===== src/cmd_pkg.sv =====
package cmd_pkg;
    localparam int CMD_DW = 16;
    localparam int CMD_RW = 32;
    localparam int CMD_MODE_W = 7;
    // Instruction kinds on the link
    localparam logic [1:0] CMD_INSTR_MODE = 2'h0;
    localparam logic [1:0] CMD_INSTR_PRELOAD = 2'h1;
    localparam logic [1:0] CMD_INSTR_SEND = 2'h2;
    // Mode fields
    localparam int CMD_OP_LSB = 0;
    localparam int CMD_OP_MSB = 3;
    localparam int CMD_OUT_LSB = 4;
    localparam int CMD_OUT_MSB = 6;
    localparam logic [3:0] CMD_OP_CLEAR = 4'h0;
    localparam logic [3:0] CMD_OP_LOAD16 = 4'h1;
    localparam logic [3:0] CMD_OP_LOAD32 = 4'h2;
    localparam logic [3:0] CMD_OP_READ = 4'h3;
    localparam logic [3:0] CMD_OP_MULU = 4'h4;
    localparam logic [3:0] CMD_OP_MULS = 4'h5;
    localparam logic [3:0] CMD_OP_DIVU = 4'h8;
    localparam logic [3:0] CMD_OP_DIVS = 4'h9;
    localparam logic [3:0] CMD_OP_LOAD1 = 4'hA;
    localparam logic [2:0] CMD_OUT_R0_LO = 3'h0;
    localparam logic [2:0] CMD_OUT_R0_HI = 3'h1;
    localparam logic [2:0] CMD_OUT_R1_LO = 3'h2;
    localparam logic [2:0] CMD_OUT_R1_HI = 3'h3;
    localparam logic [6:0] CMD_MODE_RESET = 7'h00;
    localparam logic [3:0] CMD_FLAGS_CLEAR = 4'h0;
    localparam int CMD_DIV_STEPS = 32;
    typedef enum logic [1:0] {
        CMD_ST_IDLE = 2'b01,
        CMD_ST_DIV = 2'b10
    } cmd_state_e;
endpackage


===== src/cmd_link_if.sv =====
`timescale 1ns/1ps
`default_nettype none
interface cmd_link_if;
    import cmd_pkg::*;
    logic req;
    logic [1:0] instr;
    logic [CMD_DW-1:0] opa;
    logic [CMD_DW-1:0] opb;
    logic busy;
    logic rsp_valid;
    logic [CMD_DW-1:0] rsp_data;
    logic [3:0] condition_flags;
    modport dev (input req, input instr, input opa, input opb,
                 output busy, output rsp_valid, output rsp_data, output condition_flags);
    modport cpu (output req, output instr, output opa, output opb,
                 input busy, input rsp_valid, input rsp_data, input condition_flags);
endinterface
`default_nettype wire


===== src/cmd_coproc.sv =====
// Overview of operation
// - Modes 0x04/0x05 select unsigned/signed multiply
// - Multiply stores 32-bit product in result_reg_zero
// - Output field 1 returns product high half
// - Multiply clears flags; product held
// - Mode 0x13 returns result_reg_zero high half
// - Preload in mode 0x02 forms 32-bit dividend
// - Modes 0x08/0x09 select unsigned/signed divide
// - Divide puts quotient r0, remainder r1
// - Output field picks quotient/remainder half
// - Modes 0x23/0x33 read remainder halves
// - Extension immediate arrives as low operand
// - Divide clears flags; results held
// - CPU never requests zero by zero
// - Mode bits 3:0 operation, 6:4 output
// - Operation 0x3 reads without computing
`timescale 1ns/1ps
`default_nettype none
module cmd_coproc (
    input wire logic clk,
    input wire logic srst,
    cmd_link_if.dev link
);
    import cmd_pkg::*;

    logic [CMD_MODE_W-1:0] mode_reg;
    logic [CMD_RW-1:0] result_reg_zero_reg, result_reg_zero_next;
    logic [CMD_RW-1:0] result_reg_one_reg, result_reg_one_next;
    logic [CMD_DW-1:0] rsp_data_reg;
    logic rsp_valid_reg, busy_reg;
    logic [3:0] flags_reg;
    cmd_state_e state_reg;
    logic [5:0] step_reg;
    logic [CMD_RW-1:0] quo_reg, rem_reg, dvs_reg;
    logic neg_q_reg, neg_r_reg;

    ////////////////////////////////////////////////////////////////
    // Decode
    wire [3:0] op = mode_reg[CMD_OP_MSB:CMD_OP_LSB];
    wire [2:0] outsel = mode_reg[CMD_OUT_MSB:CMD_OUT_LSB];
    wire idle = (state_reg == CMD_ST_IDLE);
    wire take = link.req && idle;
    wire is_mode = take && (link.instr == CMD_INSTR_MODE);
    wire is_pre = take && (link.instr == CMD_INSTR_PRELOAD);
    wire is_send = take && (link.instr == CMD_INSTR_SEND);
    wire [CMD_RW-1:0] pair = {link.opa, link.opb};
    wire is_mul = (op == CMD_OP_MULU) || (op == CMD_OP_MULS);
    wire is_div = (op == CMD_OP_DIVU) || (op == CMD_OP_DIVS);
    wire sgn = op[0];
    // Multiplier, one cycle
    wire signed [CMD_DW:0] ma = {sgn & link.opa[CMD_DW-1], link.opa};
    wire signed [CMD_DW:0] mb = {sgn & link.opb[CMD_DW-1], link.opb};
    wire signed [2*CMD_DW+1:0] mfull = ma * mb;
    wire [CMD_RW-1:0] prod = mfull[CMD_RW-1:0];
    // Divider operand magnitudes
    wire dvd_neg = (op == CMD_OP_DIVS) && result_reg_zero_reg[CMD_RW-1];
    wire dvs_neg = (op == CMD_OP_DIVS) && link.opa[CMD_DW-1];
    wire [CMD_RW-1:0] dvd_abs = dvd_neg ? CMD_RW'(-result_reg_zero_reg) : result_reg_zero_reg;
    wire [CMD_RW-1:0] dvs_abs = dvs_neg ? CMD_RW'(-pair) : pair;
    // Restoring step
    wire [CMD_RW:0] trial = {rem_reg, quo_reg[CMD_RW-1]} - {1'b0, dvs_reg};
    wire fits = !trial[CMD_RW];
    wire [CMD_RW-1:0] rem_step = fits ? trial[CMD_RW-1:0]
                                      : {rem_reg[CMD_RW-2:0], quo_reg[CMD_RW-1]};
    wire [CMD_RW-1:0] quo_step = {quo_reg[CMD_RW-2:0], fits};
    wire last = (step_reg == 6'(CMD_DIV_STEPS - 1));
    wire [CMD_RW-1:0] q_fin = neg_q_reg ? CMD_RW'(-quo_step) : quo_step;
    wire [CMD_RW-1:0] r_fin = neg_r_reg ? CMD_RW'(-rem_step) : rem_step;

    ////////////////////////////////////////////////////////////////
    // Result registers
    always_comb begin
        result_reg_zero_next = result_reg_zero_reg;
        result_reg_one_next = result_reg_one_reg;
        if (is_mode && link.opb[3:0] == CMD_OP_CLEAR) begin
            result_reg_zero_next = '0;
            result_reg_one_next = '0;
        end else if (is_pre && op == CMD_OP_LOAD16) begin
            result_reg_zero_next = {{CMD_DW{1'b0}}, link.opb};
        end else if (is_pre && op == CMD_OP_LOAD32) begin
            result_reg_zero_next = pair;
        end else if (is_pre && op == CMD_OP_LOAD1) begin
            result_reg_one_next = pair;
        end else if (is_send && is_mul) begin
            result_reg_zero_next = prod;
        end else if (state_reg == CMD_ST_DIV && last) begin
            result_reg_zero_next = q_fin;
            result_reg_one_next = r_fin;
        end
    end

    // Half selection from next result state
    function automatic logic [CMD_DW-1:0] pick(input logic [2:0] s,
            input logic [CMD_RW-1:0] r0, input logic [CMD_RW-1:0] r1);
        case (s)
            CMD_OUT_R0_HI: pick = r0[CMD_RW-1:CMD_DW];
            CMD_OUT_R1_LO: pick = r1[CMD_DW-1:0];
            CMD_OUT_R1_HI: pick = r1[CMD_RW-1:CMD_DW];
            default: pick = r0[CMD_DW-1:0];
        endcase
    endfunction

    always_ff @(posedge clk) begin
        if (srst) begin
            mode_reg <= CMD_MODE_RESET;
            result_reg_zero_reg <= '0;
            result_reg_one_reg <= '0;
        end else begin
            if (is_mode)
                mode_reg <= link.opb[CMD_MODE_W-1:0];
            result_reg_zero_reg <= result_reg_zero_next;
            result_reg_one_reg <= result_reg_one_next;
        end
    end

    ////////////////////////////////////////////////////////////////
    // Divider sequencer and answer
    always_ff @(posedge clk) begin
        if (srst) begin
            state_reg <= CMD_ST_IDLE;
            step_reg <= '0;
            quo_reg <= '0;
            rem_reg <= '0;
            dvs_reg <= '0;
            neg_q_reg <= 1'b0;
            neg_r_reg <= 1'b0;
            busy_reg <= 1'b0;
            rsp_valid_reg <= 1'b0;
            rsp_data_reg <= '0;
            flags_reg <= CMD_FLAGS_CLEAR;
        end else begin
            rsp_valid_reg <= 1'b0;
            case (state_reg)
                CMD_ST_IDLE: begin
                    if (is_send && is_div) begin
                        state_reg <= CMD_ST_DIV;
                        busy_reg <= 1'b1;
                        step_reg <= '0;
                        quo_reg <= dvd_abs;
                        rem_reg <= '0;
                        dvs_reg <= dvs_abs;
                        neg_q_reg <= dvd_neg ^ dvs_neg;
                        neg_r_reg <= dvd_neg;
                    end else if (is_send) begin
                        // Multiply, read or other: answer next cycle
                        rsp_valid_reg <= 1'b1;
                        rsp_data_reg <= pick(outsel, result_reg_zero_next, result_reg_one_next);
                        flags_reg <= CMD_FLAGS_CLEAR;
                    end
                end
                CMD_ST_DIV: begin
                    quo_reg <= quo_step;
                    rem_reg <= rem_step;
                    step_reg <= step_reg + 6'h01;
                    if (last) begin
                        state_reg <= CMD_ST_IDLE;
                        busy_reg <= 1'b0;
                        rsp_valid_reg <= 1'b1;
                        rsp_data_reg <= pick(outsel, result_reg_zero_next, result_reg_one_next);
                        flags_reg <= CMD_FLAGS_CLEAR;
                    end
                end
                default: state_reg <= CMD_ST_IDLE;
            endcase
        end
    end

    assign link.busy = busy_reg;
    assign link.rsp_valid = rsp_valid_reg;
    assign link.rsp_data = rsp_data_reg;
    assign link.condition_flags = flags_reg;
endmodule
`default_nettype wire


===== src/flat_wrapper.sv =====
// flat-port wrapper written by rule: the top's interface ports become plain ports
module cmd_coproc_flat import cmd_pkg::*;
  (clk, srst, link_req, link_instr, link_opa, link_opb, link_busy, link_rsp_valid, link_rsp_data, link_condition_flags);
  cmd_link_if link_i ();
  input wire logic clk;
  input wire logic srst;
  input wire logic [$bits(link_i.req)-1:0] link_req;
  input wire logic [$bits(link_i.instr)-1:0] link_instr;
  input wire logic [$bits(link_i.opa)-1:0] link_opa;
  input wire logic [$bits(link_i.opb)-1:0] link_opb;
  output wire logic [$bits(link_i.busy)-1:0] link_busy;
  output wire logic [$bits(link_i.rsp_valid)-1:0] link_rsp_valid;
  output wire logic [$bits(link_i.rsp_data)-1:0] link_rsp_data;
  output wire logic [$bits(link_i.condition_flags)-1:0] link_condition_flags;
  assign link_i.req = link_req;
  assign link_i.instr = link_instr;
  assign link_i.opa = link_opa;
  assign link_i.opb = link_opb;
  assign link_busy = link_i.busy;
  assign link_rsp_valid = link_i.rsp_valid;
  assign link_rsp_data = link_i.rsp_data;
  assign link_condition_flags = link_i.condition_flags;
  cmd_coproc u_core (.clk(clk), .srst(srst), .link(link_i));
endmodule

===== config.mk =====
export PLATFORM = sky130hd
export DESIGN_NAME = cmd_coproc_flat
export DESIGN_NICKNAME = d
export VERILOG_FILES = /design/src/cmd_pkg.sv /design/src/cmd_link_if.sv /design/src/cmd_coproc.sv /design/src/flat_wrapper.sv
export SDC_FILE = /design/constraint.sdc
export NUM_CORES = 2
export LEC_CHECK = 0
export BUFFER_PORTS_ARGS = -buffer_cell sky130_fd_sc_hd__buf_2
export CORE_MARGIN = 2
export CORE_UTILIZATION = 40
export DETAILED_ROUTE_END_ITERATION = 16
export MAX_ROUTING_LAYER = met4
export PLACE_DENSITY = 0.64
export SLEW_MARGIN = 25
export SYNTH_ARGS = -nofsm -noshare
export SYNTH_HDL_FRONTEND = slang
export SYNTH_SLANG_ARGS = --single-unit

===== constraint.sdc =====
create_clock -name clk -period 11.2 [get_ports clk]
set_clock_uncertainty 0.2 [all_clocks]
set_input_delay 2.24 -clock clk [delete_from_list [all_inputs] [get_ports clk]]
set_output_delay 2.24 -clock clk [all_outputs]
set_load 0.05 [all_outputs]

==> results_dict.tcl <==
set metrics [dict create \
    status "complete, no violations" \
    vias 23131 \
    yosys-top-cells-area "fa_1, dfxtp_1, ha_1" \
    synth_mux_area_share_pct 1.66 \
    slew_headroom_pct 32.4 \
    met3_usage_pct 5.61 \
    yosysTopAreaCell "fa_1" \
    synthAdderAreaFrac_pct 28.6 \
    synth-compound-area-share_pct 19.5 \
    rsz0062_at_grt "no" \
    endpoint_kind "flip-flop" \
    grt_pass1_wl_mm 136 \
    drive_gt1_share_pct 6.05 \
    ant_nets 0 \
    core_um2 61800 \
    synth.yosys.warnings 0 \
    ir_drop_uv 442 \
    setup_viol 0 \
    powerDensity_nw_per_um2 203 \
    die_x_um 255 \
    fin_nets 3504 \
    synth_ff_type "dfxtp_1" \
    crit_path_end "u_core.link.rsp_data[15]$_SDFFE_PP0P_" \
    hold_buffers 0 \
    n_fill_cell 6263 \
    worst_pin_slew_ns 1.01 \
    async_reset_ff_share_pct 0 \
    grt_usage_pct 28.6 \
    synth-simple-area-share_pct 20.3 \
    first_iter_violations 2652 \
    crit_type "in -> reg" \
    worst-path-buf-inv 4 \
    use_met2_pct 41.8 \
    rows 91 \
    area_growth_pct 5.70 \
    busiest_layer "met2" \
    port_buffers 54 \
    cpMostUsedCell "fa_1" \
    cpLargestDelayFamily "adder cells" \
    wire_per_inst_um 22.6 \
    syn-cell-area_um2 25100 \
    place_ws_ns 1.19 \
    min_path_type "reg -> reg" \
    die_h_um 255 \
    p_leak_uw 0.0115 \
    yosys.area_share.xor_xnor_pct 5.48 \
    h-tree-depth 4 \
    layout_setup_ws_ns 1.55 \
    clk_latency_ns 0.47 \
    synth_top_area_share_pct 22.6 \
    finalWirelength_mm 88.4 \
    yosysSeqAreaShare_pct 15.6 \
    grt_pass1_vias 22029 \
    slew_viol_final 0 \
    clockBufferDepth 2 \
    yosysUniqueCellTypes 91 \
    fin_tns_setup_ns 0 \
    multi_input_area_um2 19000 \
    die-area_um2 64800 \
    drt_pass1_iterations 7 \
    design_area_um2 26500 \
    route.detailed.drc 0 \
    worst-path-stages 25 \
    seqCellArea_um2 3900 \
    synth_area_per_cell_um2 7.96 \
    crit_arrival_ns 9.85 \
    fin_crit_sh_pct 86.2 \
    ys_ff_latch 195 \
    required_ns 11.40 \
    synth_top_family_by_area "adder cells" \
    cp-startpoint "link_opa[15]" \
    r2r_start "u_core.mode_reg[0]$_SDFFE_PP0P_" \
    cts-root-buf "clkbuf_16" \
    hold_viol 0 \
    grt-ovfl-total 0 \
    fin_crit_ns 9.65 \
    worstSetupStartpointType "input port" \
    crit_slowest_cell "fa_1" \
    cts_setup_buffers 0 \
    cts_resized 0 \
    clock.fmax_mhz 104 \
    grtUsageMet1_pct 38.8 \
    numCtsBuffers 17 \
    max_cap_viol_count 0 \
    r2r_slack_ns 3.18 \
    cts_tree "done" \
    syn_inst 3153 \
    r2r_end "u_core.link.rsp_data[15]$_SDFFE_PP0P_" \
    grt_max_degree 83 \
    max_stage_delay_ns 0.86 \
    ios 59 \
    dpl_cell_area_um2 26000 \
    clk_pin_slew_ns 0.08 \
    clock-sinks 195 \
    dp_hpwl_mm 66.4 \
    synth-edff-count 0 \
    grt_antenna_before_repair 5 \
    critPathMaxFanout 31 \
    initial_core_util_pct 40.6 \
    ff2ff_path_depth 25 \
    place.gp.congestion 1.03 \
    vias_per_cell 5.90 \
]
-- metal layers --
layer	up-vias	share of wire, %
li1	10535	-
met1	11306	43
met2	1079	43
met3	211	9.4
met4	0	4.8
met5	-	0
-- logic make-up (layout without fill, tap and decap cells) --
| group | after synthesis | count (layout) |
|---|---|---|
| xor+xnor | 157 | 157 |
| simple gates | 1056 | 1056 |
| compound gates | 715 | 715 |
| other cells | 1 | 10 |
| flops | 195 | 195 |
| buf+inv | 585 | 504 |
| mux | 40 | 40 |
| fa+ha+maj | 404 | 404 |
-- cell usage after synthesis, types with 29 or more instances --
cell type	count
a211oi_1	43
a21oi_1	171
a222oi_1	37
a22oi_1	33
and2_1	142
clkbuf_1	176
dfxtp_1	195
fa_1	283
ha_1	121
inv_1	377
mux2i_1	29
nand2_1	303
nand3_1	32
nor2_1	308
nor3_1	69
o21ai_0	136
or3_1	31
xnor2_1	97
xor2_1	60
-- tightest hold or removal path: stages, from the launching register on --
cell and delay [ns]:
dfxtp_1 0.31, nand2_1 0.05, a21oi_1 0.05
-- worst min path at each step --
stage	slack [ns]	cells after the start	end	startpoint
after floorplan	0.23	2	u_core.result_reg_one_reg[24]$_SDFF_PP0_	u_core.result_reg_one_reg[24]$_SDFF_PP0_
after global placement	0.25	2	u_core.dvs_reg[0]$_SDFFE_PP0P_	u_core.dvs_reg[0]$_SDFFE_PP0P_
after detailed placement	0.26	2	u_core.dvs_reg[0]$_SDFFE_PP0P_	u_core.dvs_reg[0]$_SDFFE_PP0P_
after CTS	0.27	2	u_core.dvs_reg[0]$_SDFFE_PP0P_	u_core.dvs_reg[0]$_SDFFE_PP0P_
after global routing	0.30	2	u_core.dvs_reg[0]$_SDFFE_PP0P_	u_core.dvs_reg[0]$_SDFFE_PP0P_
final	0.27	2	u_core.dvs_reg[0]$_SDFFE_PP0P_	u_core.dvs_reg[0]$_SDFFE_PP0P_
-- cell type report --
| class | instances | share of cell area (%) |
|---|---|---|
| antenna | 6 | 0.0566 |
| multi-input combinational | 2376 | 71.6 |
| tap | 837 | 3.95 |
| clock inverter | 10 | 0.377 |
| inverter | 378 | 5.35 |
| clock buffer | 21 | 1.74 |
| sequential | 195 | 14.7 |
| timing repair buffer | 95 | 2.19 |
-- where the power goes --
group          leakage (µW)  internal [µW]  switching [µW]
clock network      0.000263            320             305
logic               0.00970           1520            2550
registers           0.00157            699            9.20
total                0.0115           2540            2860
-- cell usage in the layout (no fill, tap or decap), types with 31 or more instances in the layout --
| cell type | n |
|---|---|
| a211oi_1 | 43 |
| a21oi_1 | 171 |
| a222oi_1 | 37 |
| a22oi_1 | 33 |
| and2_1 | 142 |
| buf_2 | 53 |
| buf_4 | 42 |
| dfxtp_1 | 195 |
| fa_1 | 283 |
| ha_1 | 121 |
| inv_1 | 377 |
| nand2_1 | 303 |
| nand3_1 | 32 |
| nor2_1 | 305 |
| nor3_1 | 67 |
| o21ai_0 | 135 |
| or3_1 | 31 |
| xnor2_1 | 97 |
| xor2_1 | 60 |
-- per-stage QoR --
step / hold slack, ns / total power [µW] / util (%) / instances
after global routing: 0.298 / 5900 / 42.9 / 3914
after CTS: 0.265 / 5370 / 42.9 / 3912
after detailed placement: 0.256 / 4730 / 42.0 / 3881
after floorplan: 0.232 / 3540 / - / 3156
after global placement: 0.250 / 4730 / 42.0 / 3881
final: 0.266 / 5400 / 42.9 / 3918
Note: power is estimated with default switching activity, not from simulation.
